**config.mk**
```make
export PLATFORM = sky130hd
export DESIGN_NAME = axs_stop_status
export DESIGN_NICKNAME = d
export VERILOG_FILES = /design/src/core/axs_stop_status.v /design/src/core/axs_pulse_gen.v
export VERILOG_INCLUDE_DIRS = /design/src /design/src/pkg
export SDC_FILE = /design/constraint.sdc
export NUM_CORES = 1
export LEC_CHECK = 0
export ABC_AREA = 1
export BUFFER_PORTS_ARGS = -buffer_cell sky130_fd_sc_hd__buf_2
export CORE_ASPECT_RATIO = 1.5
export CORE_MARGIN = 4
export CORE_UTILIZATION = 60
export CTS_BUF_LIST = sky130_fd_sc_hd__clkbuf_16
export CTS_CLUSTER_DIAMETER = 60
export DETAILED_ROUTE_END_ITERATION = 10
export PLACE_DENSITY = 0.91
export SYNTH_ARGS = -nofsm -noshare
export SYNTH_HDL_FRONTEND = slang
export SYNTH_SLANG_ARGS = --single-unit
```
**constraint.sdc**
```tcl
create_clock -name clk_sys -period 5.9 [get_ports clk_sys]
set_input_delay 0.885 -clock clk_sys [delete_from_list [all_inputs] [get_ports clk_sys]]
set_output_delay 0.885 -clock clk_sys [all_outputs]
set_load 0.02 [all_outputs]
```
**src/pkg/axs_stop_regs.vh**
```
// constants for the axis stop and motion status block
`ifndef AXS_STOP_REGS_VH
`define AXS_STOP_REGS_VH

// command codes
`define AXS_CMD_DECEL_STOP 8'h26
`define AXS_CMD_SUDDEN_STOP 8'h27

// interrupt/stop mode register fields
`define AXS_IMR_STOP0_EN 1
`define AXS_IMR_STOP1_EN 3
`define AXS_IMR_STOP2_EN 5
`define AXS_IMR_CEND_EN 13

// limit mode register fields
`define AXS_LMR_SOFT_PLUS_EN 0
`define AXS_LMR_SOFT_MINUS_EN 1
`define AXS_LMR_LIMIT_DECEL 2

// motion status register fields
`define AXS_MSR_ACCEL 2
`define AXS_MSR_CONST 3
`define AXS_MSR_DECEL 4
`define AXS_MSR_LIMIT_PLUS 12
`define AXS_MSR_LIMIT_MINUS 13

// main status and event status fields
`define AXS_MAIN_DRIVE 0
`define AXS_EVT_CEND 5

// reset values
`define AXS_STATUS_RESET 16'h0000
`define AXS_SPEED_RESET 16'h0000

// curve kinds
`define AXS_CURVE_CONST 2'h0
`define AXS_CURVE_LINEAR 2'h1
`define AXS_CURVE_SCURVE 2'h2

// timing: speed changes by one step per ramp tick
`define AXS_CLK_PERIOD_NS 10
`define AXS_RAMP_TICK_NS 10000
`define AXS_RAMP_CYCLES (`AXS_RAMP_TICK_NS / `AXS_CLK_PERIOD_NS)

// width of the near-stop speed band above initial speed
`define AXS_SCURVE_TAIL 16'h0004

`endif

```
**src/core/axs_stop_status.v**
```verilog
// axis stop handling, motion status flags and compare range
`timescale 1ns/1ns
`default_nettype none
`include "axs_stop_regs.vh"

module axs_stop_status (
    input wire clk_sys,
    input wire nrst,
    input wire cmdValid,
    input wire [7:0] cmdCode,
    input wire startValid,
    input wire startDirMinus,
    input wire startFixed,
    input wire [1:0] startCurve,
    input wire [27:0] startPulses,
    input wire [15:0] initSpeed,
    input wire [15:0] driveSpeed,
    input wire [15:0] interruptStopModeReg,
    input wire [15:0] limitModeReg,
    input wire eventStatusRead,
    input wire [31:0] positionCount,
    input wire [31:0] compUpper,
    input wire [31:0] compLower,
    input wire [1:0] hardwareLimitInputsN,
    input wire [2:0] externalStopInputsN,
    input wire emergencyStopInputN,
    input wire alarmInputN,
    output reg drivePulse,
    output reg driveDirMinus,
    output reg [15:0] mainStatusReg,
    output reg [15:0] motionStatusReg,
    output reg [15:0] eventStatusReg,
    output reg interruptOut,
    output reg compUpperGe,
    output reg compLowerLt
);

    localparam [2:0] ST_IDLE = 3'h0;
    localparam [2:0] ST_ACCEL = 3'h1;
    localparam [2:0] ST_CONST = 3'h2;
    localparam [2:0] ST_DECEL = 3'h3;
    localparam [2:0] ST_NEAR = 3'h4;
    localparam [2:0] ST_RUNON = 3'h5;
    localparam integer RAMP_CYC = `AXS_RAMP_CYCLES;
    // tick count stays below 1024, so the upper bits are dropped on purpose
    localparam [9:0] RAMP_LAST = RAMP_CYC[9:0] - 10'h001;
    localparam integer NPIN = 7;

    // compare on bits 30:0 only; bit 31 is ignored by design
    function cmpGe31;
        input [31:0] a;
        input [31:0] b;
        begin
            cmpGe31 = ($signed(a[30:0]) >= $signed(b[30:0]));
        end
    endfunction

    reg [2:0] state;
    reg [15:0] speed;
    reg [27:0] remaining;
    reg [27:0] accelPulses;
    reg fixedDrive;
    reg [1:0] curve;
    reg stopPending;
    reg [9:0] tickCnt;
    reg constEndHit;
    reg [NPIN-1:0] pinSyncA;
    reg [NPIN-1:0] pinSyncB;
    reg next_event;

    wire pulseTick;
    wire running;
    wire rampTick;
    wire [NPIN-1:0] pinRaw;
    wire [1:0] limitOn;
    wire [2:0] stopOn;
    wire emergencyOn;
    wire alarmOn;
    wire limitAhead;
    wire softAhead;
    wire stopHit;
    wire suddenCause;
    wire decelCause;
    wire fixedDone;
    wire [16:0] speedUp;
    wire [16:0] tailTop;
    wire atTop;
    wire atInit;
    wire inTail;
    wire needDecel;

    assign pinRaw = {alarmInputN, emergencyStopInputN, externalStopInputsN, hardwareLimitInputsN};

    // two-stage synchronisers for every pin input
    genvar gi;
    generate
        for (gi = 0; gi < NPIN; gi = gi + 1) begin : g_sync
            always @(posedge clk_sys) begin
                if (!nrst) begin
                    pinSyncA[gi] <= 1'b1;
                    pinSyncB[gi] <= 1'b1;
                end else begin
                    pinSyncA[gi] <= pinRaw[gi];
                    pinSyncB[gi] <= pinSyncA[gi];
                end
            end
        end
    endgenerate

    assign limitOn = ~pinSyncB[1:0];
    assign stopOn = ~pinSyncB[4:2];
    assign emergencyOn = ~pinSyncB[5];
    assign alarmOn = ~pinSyncB[6];

    assign running = (state != ST_IDLE);
    assign rampTick = (tickCnt == RAMP_LAST);
    assign limitAhead = driveDirMinus ? limitOn[1] : limitOn[0];

    assign softAhead = driveDirMinus ? (limitModeReg[`AXS_LMR_SOFT_MINUS_EN] & compLowerLt)
                                     : (limitModeReg[`AXS_LMR_SOFT_PLUS_EN] & compUpperGe);

    assign stopHit = |(stopOn & {interruptStopModeReg[`AXS_IMR_STOP2_EN],
                                 interruptStopModeReg[`AXS_IMR_STOP1_EN],
                                 interruptStopModeReg[`AXS_IMR_STOP0_EN]});

    assign suddenCause = (cmdValid & (cmdCode == `AXS_CMD_SUDDEN_STOP)) | emergencyOn | alarmOn |
                         (limitAhead & ~limitModeReg[`AXS_LMR_LIMIT_DECEL]);

    assign decelCause = (cmdValid & (cmdCode == `AXS_CMD_DECEL_STOP)) |
                        (limitAhead & limitModeReg[`AXS_LMR_LIMIT_DECEL]) | softAhead | stopHit;

    assign fixedDone = fixedDrive & pulseTick & (remaining == 28'h0000001);
    assign speedUp = {1'b0, speed} + 17'h00001;
    assign tailTop = {1'b0, initSpeed} + {1'b0, `AXS_SCURVE_TAIL};
    assign atTop = (speedUp >= {1'b0, driveSpeed});
    assign atInit = (speed <= initSpeed);
    assign inTail = ({1'b0, speed} <= tailTop);
    assign needDecel = decelCause | stopPending | (fixedDrive & (remaining <= accelPulses));

    axs_pulse_gen u_pulse (
        .clk_sys(clk_sys),
        .nrst(nrst),
        .run(running),
        .speed(speed),
        .pulse(pulseTick)
    );

    always @(posedge clk_sys) begin
        if (!nrst) begin
            compUpperGe <= 1'b0;
            compLowerLt <= 1'b0;
        end else begin
            compUpperGe <= cmpGe31(positionCount, compUpper);
            compLowerLt <= ~cmpGe31(positionCount, compLower);
        end
    end

    always @(posedge clk_sys) begin
        if (!nrst) begin
            tickCnt <= 10'h000;
        end else if (!running || rampTick) begin
            tickCnt <= 10'h000;
        end else begin
            tickCnt <= tickCnt + 10'h001;
        end
    end

    // drive sequencer
    always @(posedge clk_sys) begin
        if (!nrst) begin
            state <= ST_IDLE;
            speed <= `AXS_SPEED_RESET;
            remaining <= 28'h0000000;
            accelPulses <= 28'h0000000;
            fixedDrive <= 1'b0;
            curve <= `AXS_CURVE_CONST;
            stopPending <= 1'b0;
            driveDirMinus <= 1'b0;
            constEndHit <= 1'b0;
        end else begin
            constEndHit <= 1'b0;
            if (running && fixedDrive && pulseTick) begin
                remaining <= remaining - 28'h0000001;
            end
            if (state == ST_IDLE) begin
                stopPending <= 1'b0;
                if (startValid && !(startFixed && startPulses == 28'h0000000)) begin
                    driveDirMinus <= startDirMinus;
                    fixedDrive <= startFixed;
                    curve <= startCurve;
                    remaining <= startPulses;
                    accelPulses <= 28'h0000000;
                    if (startCurve == `AXS_CURVE_CONST) begin
                        speed <= driveSpeed;
                        state <= ST_CONST;
                    end else begin
                        speed <= initSpeed;
                        state <= ST_ACCEL;
                    end
                end
            end else if (suddenCause) begin
                state <= ST_IDLE;
                if (state == ST_CONST || state == ST_NEAR) begin
                    constEndHit <= 1'b1;
                end
            end else if (fixedDone && state != ST_RUNON) begin
                state <= ST_IDLE;
                if (state == ST_CONST || state == ST_NEAR) begin
                    constEndHit <= 1'b1;
                end
            end else begin
                if (decelCause) begin
                    stopPending <= 1'b1;
                end
                case (state)
                    ST_ACCEL: begin
                        if (pulseTick) begin
                            accelPulses <= accelPulses + 28'h0000001;
                        end
                        if (needDecel) begin
                            state <= ST_DECEL;
                        end else if (rampTick) begin
                            if (atTop) begin
                                speed <= driveSpeed;
                                state <= ST_CONST;
                            end else begin
                                speed <= speedUp[15:0];
                            end
                        end
                    end
                    ST_CONST: begin
                        if (curve == `AXS_CURVE_CONST) begin
                            if (decelCause) begin
                                state <= ST_IDLE;
                                constEndHit <= 1'b1;
                            end
                        end else if (needDecel) begin
                            state <= ST_DECEL;
                            constEndHit <= 1'b1;
                        end
                    end
                    ST_DECEL: begin
                        // S-curve tail holds speed for a fixed drive; otherwise it keeps slowing down to init speed
                        if (curve == `AXS_CURVE_SCURVE && inTail) begin
                            state <= ST_NEAR;
                        end else if (atInit) begin
                            speed <= initSpeed;
                            if (!fixedDrive) begin
                                state <= ST_IDLE;
                            end
                        end else if (rampTick) begin
                            speed <= speed - 16'h0001;
                        end
                    end
                    ST_NEAR: begin
                        // decel request here runs on, fixed S-curve only
                        if (fixedDrive && decelCause) begin
                            state <= ST_RUNON;
                            constEndHit <= 1'b1;
                        end else if (!fixedDrive) begin
                            if (atInit) begin
                                state <= ST_IDLE;
                                constEndHit <= 1'b1;
                            end else if (rampTick) begin
                                speed <= speed - 16'h0001;
                            end
                        end
                    end
                    ST_RUNON: begin
                        // pulses continue until a sudden cause arrives
                        state <= ST_RUNON;
                    end
                    default: begin
                        state <= ST_IDLE;
                    end
                endcase
            end
        end
    end

    // status registers and pulse output
    always @(posedge clk_sys) begin
        if (!nrst) begin
            drivePulse <= 1'b0;
            mainStatusReg <= `AXS_STATUS_RESET;
            motionStatusReg <= `AXS_STATUS_RESET;
        end else begin
            drivePulse <= pulseTick;
            mainStatusReg <= `AXS_STATUS_RESET;
            mainStatusReg[`AXS_MAIN_DRIVE] <= running;
            motionStatusReg <= `AXS_STATUS_RESET;
            motionStatusReg[`AXS_MSR_ACCEL] <= (state == ST_ACCEL);
            motionStatusReg[`AXS_MSR_CONST] <= (state == ST_CONST) || (state == ST_NEAR);
            motionStatusReg[`AXS_MSR_DECEL] <= (state == ST_DECEL);
            motionStatusReg[`AXS_MSR_LIMIT_PLUS] <= limitOn[0];
            motionStatusReg[`AXS_MSR_LIMIT_MINUS] <= limitOn[1];
        end
    end

    // set wins over the clear by read, so no event is lost
    always @* begin
        next_event = constEndHit | (eventStatusReg[`AXS_EVT_CEND] & ~eventStatusRead);
    end

    always @(posedge clk_sys) begin
        if (!nrst) begin
            eventStatusReg <= `AXS_STATUS_RESET;
            interruptOut <= 1'b0;
        end else begin
            eventStatusReg <= `AXS_STATUS_RESET;
            eventStatusReg[`AXS_EVT_CEND] <= next_event;
            interruptOut <= next_event & interruptStopModeReg[`AXS_IMR_CEND_EN];
        end
    end

endmodule

`default_nettype wire

```
**src/core/axs_pulse_gen.v**
```verilog
// phase accumulator that turns a speed word into drive pulses
`timescale 1ns/1ns
`default_nettype none

module axs_pulse_gen (
    input wire clk_sys,
    input wire nrst,
    input wire run,
    input wire [15:0] speed,
    output reg pulse
);

    reg [15:0] acc;
    wire [16:0] sum;

    assign sum = {1'b0, acc} + {1'b0, speed};

    // pulse rate is speed/65536 of the clock; carry marks one pulse
    always @(posedge clk_sys) begin
        if (!nrst) begin
            acc <= 16'h0000;
            pulse <= 1'b0;
        end else if (run) begin
            acc <= sum[15:0];
            pulse <= sum[16];
        end else begin
            acc <= 16'h0000;
            pulse <= 1'b0;
        end
    end

endmodule

`default_nettype wire

```
Word level (Yosys, flattened, before mapping)
Index checks and enable logic that the tools add are counted.

cells by class
  add/sub/neg operators = 7
  multipliers = 0
  divide/modulo/power cells = 0
  order comparisons = 6
  equality and inequality tests = 28
  shift operators = 0
  muxes and demuxes = 54
  bitwise logic cells = 31
  reductions and logical operators = 28

operators by type and width
  kind                                                count
  2-to-1 mux 28 bit                                   9
  2-to-1 mux 16 bit                                   14
  greater-or-equal comparator 31 bit                  2
  2-to-1 mux 3 bit                                    16
  case mux 16 bit (3 select lines)                    1
  != test 6 bit, second input constant                5
  adder 28 x 1 -> 28 bit, second input constant       1
  == test 28 x 1 -> 1 bit, second input constant      1
  <= comparator 28 bit                                1
  zero test 28 bit                                    1
  subtractor 28 x 1 -> 28 bit, second input constant  1
  != test 3 bit, second input constant                7
  != test 6 x 4 -> 1 bit, second input constant       3
  adder 16 x 1 -> 17 bit, second input constant       1
  adder 16 x 16 -> 17 bit                             1
  adder 16 x 3 -> 17 bit, second input constant       1
  greater-or-equal comparator 17 x 16 -> 1 bit        1
  <= comparator 16 x 17 -> 1 bit                      1
  == test 8 x 6 -> 1 bit, second input constant       2
  <= comparator 16 bit                                1
  subtractor 16 x 1 -> 16 bit, second input constant  1
  case mux 3 bit (5 select lines)                     1
  AND 1 bit                                           11
  2-to-1 mux 1 bit                                    11
  30 further kinds                                    60

storage, ports and cells
  flip-flop bits (word level) = 174
  latch bits = 0
  bits in writable memories = 0
  bits in read-only memories = 0
  bits of input ports = 212
  output and inout bits = 53
  logic and storage cells = 190
  memories kept = 0

Longest topological paths before layout
  depth in word-level cells = 14
  mapped depth = 25
  mapped depth without buffers = 25

Cells and area by module
A second synthesis with hierarchy kept.

second synthesis, totals
  cell total of the unflattened synthesis = 2094
  area total of the unflattened synthesis = 13254.0 µm²

modules (own cells, without submodules)
  module           instances  cells each  area each (µm²)  sequential area each (µm²)
  axs_stop_status  1          1871        11872.6          2322.2
  axs_pulse_gen    1          223         1381.3           340.3

Least setup slack after synthesis
OpenSTA, ideal clock, no wires.

  kind = input to register
  start point = input initSpeed[4]
  end point = register speed[0]
  library setup time = 0.070 ns
  arrival = 3.289 ns
  data required time = 5.830 ns
  setup slack = 2.541 ns
  cell stages on the path = 23
  buffers on the path = 1
  cells stage by stage = inv_1 nor3_1 nand2_1 nor2_1 nand3_1 nor3_1 nand2_1 xor2_1 inv_1 ha_1 nand2_1 nor2_1 nand3_1 nor2_1 nand2_1 nand3_1 nand2_1 nand3_1 nand3_2 buf_2 nand2_1 nand2_1 a21oi_1

between the ends
  cells in the longest elaborated chain, start to end = 7
  elaborated cells between the ends (all ways) = 13
  classes of those cells = 1 x add/sub; 2 x order compare; 2 x eq/ne; 6 x mux; 2 x reduce/logical

RTL lines
  item                                                                            RTL line               text
  start, declared                                                                 axs_stop_status.v:16   input wire [15:0] initSpeed,
  parallel branches: the longest is 7 deep, another holds adder 16 x 3 -> 17 bit  --
  end signal, assigned                                                            axs_stop_status.v:194  speed <= driveSpeed;
  end signal, assigned                                                            axs_stop_status.v:197  speed <= initSpeed;
  end signal, assigned                                                            axs_stop_status.v:224  speed <= driveSpeed;
  end, declared                                                                   axs_stop_status.v:59   reg [15:0] speed;

Parallel ways; which one is timed is not known. The select of a mux whose other input is x is not followed.
A chain may end at the register's enable or synchronous reset.

Worst setup path in the final report
  start point = register speed[3]
  end point = register state[1]

between the ends
  cells in the longest elaborated chain, start to end = 7
  elaborated cells between the ends (all ways) = 15
  classes of those cells = 1 x add/sub; 3 x order compare; 4 x eq/ne; 5 x mux; 2 x reduce/logical

RTL lines
  item                                                                            RTL line               text
  start signal, assigned                                                          axs_stop_status.v:172  speed <= `AXS_SPEED_RESET;
  start signal, assigned                                                          axs_stop_status.v:194
  start signal, assigned                                                          axs_stop_status.v:197
  parallel branches: the longest is 7 deep, another holds adder 16 x 1 -> 17 bit  --
  end signal, assigned                                                            axs_stop_status.v:202  state <= ST_IDLE;
  end signal, assigned                                                            axs_stop_status.v:207  state <= ST_IDLE;
  end signal, assigned                                                            axs_stop_status.v:221  state <= ST_DECEL;
  end, declared                                                                   axs_stop_status.v:58   reg [2:0] state;

Parallel ways; which one is timed is not known.

==> summary.txt <==
Route
  – Antenna Violating Nets Remaining: 0
  – Total wire length: 40900 um
  – First-pass DRT Iterations: 8
  – Met2 wire len: 21000 um
  – Top sig layer: met4
  – Total number of vias: 14250
  – Met3 routed WL: 2570 um
  – M1 wire length: 14000 um
  – Wire per inst: 16.4 um
  – Via density per instance: 5.72
  – Drc violations: 0
  – Iter 0 DRT Violations: 1080

Timing
  – WHS: 0.417 ns
  – Shortest period the worst path allows: 4.28 ns
  – Worst-margin pin slew: 1.16 ns
  – Final Slew Violations: 0
  – RSZ-0062 raised after global routing: false
  – Tcrit/Tclk final: 72.5%
  – Fmax: 234 MHz
  – Setup total negative slack: 0 ns
  – Max-slew headroom at the worst pin: 22.1%
  – Final hold violations: 0
  – Setup Skew: 0.0145 ns
  – Final setup vio count: 0

Yosys
  – Top-area cell type share of the netlist area: 20.2%
  – Adder-cell share of the synthesized area: 15.4%
  – Synth warnings: 0
  – Synth Area in Compound Gates: 12.1%
  – Synthesized area: 13200 um2
  – Simple-Gate Fraction of Synth Area: 33.3%
  – Synth Register Bits: 133
  – Avg Inst Size Synth: 6.45 um2
  – Post-synthesis mux area share: 0.304%
  – EDFF count, synth: 0
  – Synth cell types: 57
  – Main combinational cell family by area after synthesis: simple AND/OR/NAND/NOR gates
  – Synth area leader: dfxtp_1
  – Primary FF master, synth: dfxtp_1
  – Sequential area share after synthesis: 20.2%
  – Synth Area in XOR/XNOR: 5.46%
  – Dominant cells by area after synthesis: dfxtp_1, ha_1, nand2_1
  – Post-synthesis async set-or-reset flop share: 0%
  – Synthesized instance count: 2038

Setup path
  – WP buf/inv: 2
  – WP data required: 6.27 ns
  – Crit path max-delay family: simple AND/OR/NAND/NOR gates
  – CP cell instances: inv_1 > nor3_1 > nand2_1 > nor2_1 > nand2_1 > xor2_1 > inv_1 > ha_1 > nand4_1 > nor2_1 > nand3_1 > nand3_4 > nand2_1 > nand2_1 > nand2_1 > nand2_1 > nand2_1 > nor2_1
  – Slowest library cell on the worst path: dfxtp_1
  – Crit Path Category: flop to flop
  – CP peak stage delay: 0.77 ns
  – Startpoint Class: flop
  – Cell mode on critical path: nand2_1
  – WP data arrival: 4.65 ns
  – Nature of the critical path endpoint: flop
  – Worst-path maximum fanout: 17

Placed design
  – IO Port Bufs: 195
  – DP Wirelength: 32300 um
  – Placer Congestion: 0.975

Final layout
  – # fillers: 1902
  – Ant diodes: 0
  – Commonest non-fill, non-tap cell in the layout: nand2_1
  – Layout cells sized above 1: 14.6%
  – Most frequent cells in the layout: nand2_1, inv_1, nor2_1, buf_2, ha_1
  – Register area: 2660 um2
  – Layout Nets: 2581
  – Area occupied by multi-input gates: 8910 um2
  – Area grow syn2layout: 11.5%

Clock network
  – CTS tree: built
  – Clock latency on the worst-skew pair: 0.44 ns
  – Clock transition at path regs: 0.07 ns
  – Root buffer cell: clkbuf_16
  – H-tree levels: 4
  – Post-CTS setup buffers: 0
  – TritonCTS buffer count: 17
  – Clk buf depth: 2
  – Post-CTS Resized: 0
  – Hold_buf cts: 0
  – Sinks on Clock Net: 133

Run status
  – Status: finished clean

Global route
  – Largest net degree at the start of global routing: 60
  – GRT Total Usage: 32.6%
  – First-pass GRT wire length: 64200 um
  – Initial antenna violation count: 0
  – Vias in the first global route: 14038
  – GR Overflow Total: 0

Die
  – Row cnt: 66
  – DIE AREA: 24400 um2
  – Die X-Extent: 129 um
  – Chip Height: 189 um
  – Initial Util: 60.8%
  – CORE AREA: 21600 um2
  – I/O pin cnt: 265

Power and ir drop
  – Leak Pwr: 7.53 nW
  – Worst-case vdd ir drop: 337 uV
  – Pwr/cell area: 358 nW/um2

Flow run
  – Max Cap Viol: 0

Hold path
  – Hold Path Class: flop to flop
## path summary, 6_finish.rpt
| check | to | cells after the start | slack, ns | startpoint |
|---|---|---|---|---|
| max | state[1]$_SDFFE_PN0P_ | 18 | 1.62 | speed[3]$_SDFFE_PN0P_ |
| min | pinSyncB[0]$_SDFF_PN1_ | 1 | 0.42 | pinSyncA[0]$_SDFF_PN1_ |
| max reg2reg | state[1]$_SDFFE_PN0P_ | 18 | 1.62 | speed[3]$_SDFFE_PN0P_ |
| min reg2reg | pinSyncB[0]$_SDFF_PN1_ | 1 | 0.42 | pinSyncA[0]$_SDFF_PN1_ |
## through the flow
step                instance area [um2]  setup WS (ns)  cells  util [%]  power, W
global placement                  14100           1.61   2461      65.1   0.00403
CTS                               14700           1.81   2493      67.8   0.00519
detailed placement                14100           1.46   2461      65.1   0.00413
global route                      14700           1.44   2493      67.8   0.00564
floorplan                         13300           2.54   2078         -   0.00347
finish                            14700           1.62   2493      67.8   0.00525
## area by class of cell
class                   instances  area share [%]
multi-input cells            1546            60.8
clock buffers                  17            2.90
flip-flops and latches        133            18.2
repair buffers                199            6.86
inverters                     311            7.98
clock inverters                15            1.01
well taps                     272            2.32
## worst register-to-register path, delay by kind of cell (launching register included)
kind	cells	cell delay, ns
AND/OR/NAND/NOR	14	2.64
flip-flops	1	0.77
adder cells (fa/ha/maj)	1	0.30
buffers and inverters	2	0.28
XOR/XNOR	1	0.21
## synthesized netlist by cell type (8+ instances only)
cell        n
buf_4      52
inv_1     283
xor2_1     69
dfxtp_1   133
nor2_1    219
o22ai_1    16
buf_2      13
o21ai_1     8
or2_2      21
ha_1      160
clkbuf_1   21
nand2_2     9
o21bai_1    8
inv_2      24
o21ai_0    59
nand2_1   440
nor4_1     17
nor3_1     46
a21oi_1   156
o21a_1      8
nor2_2     11
nand3_1   107
nand4_1    63
xnor2_1    13
## sequential cells by signal, summed over array words and instances (netlist names), 2 cells and up
register and count:
tickCnt 10, pinSyncA 7, state 3, remaining 28, u_pulse.acc 16, curve 2, pinSyncB 7, speed 16
motionStatusReg 5, accelPulses 28
## logic make-up after synthesis
logic type / Yosys count
simple gates: 971
buf+inv: 399
compound gates: 287
fa+ha+maj: 161
flops: 133
xor+xnor: 82
mux: 4
other cells: 1
## power breakdown
| group | switching [W] | internal, W |
|---|---|---|
| Clock | 0.000463 | 0.000590 |
| Sequential | 0.000304 | 0.00108 |
| Combinational | 0.00189 | 0.000931 |
| Total | 0.00265 | 0.00260 |
## layer usage
metal  GRT usage, %  vias to the layer above
met3           5.42                      241
met2           60.5                      712
met1           31.0                     6383
li1               -                     6914
met5              0                        -
met4           24.7                        0
Power figures use the tool's default switching activity.
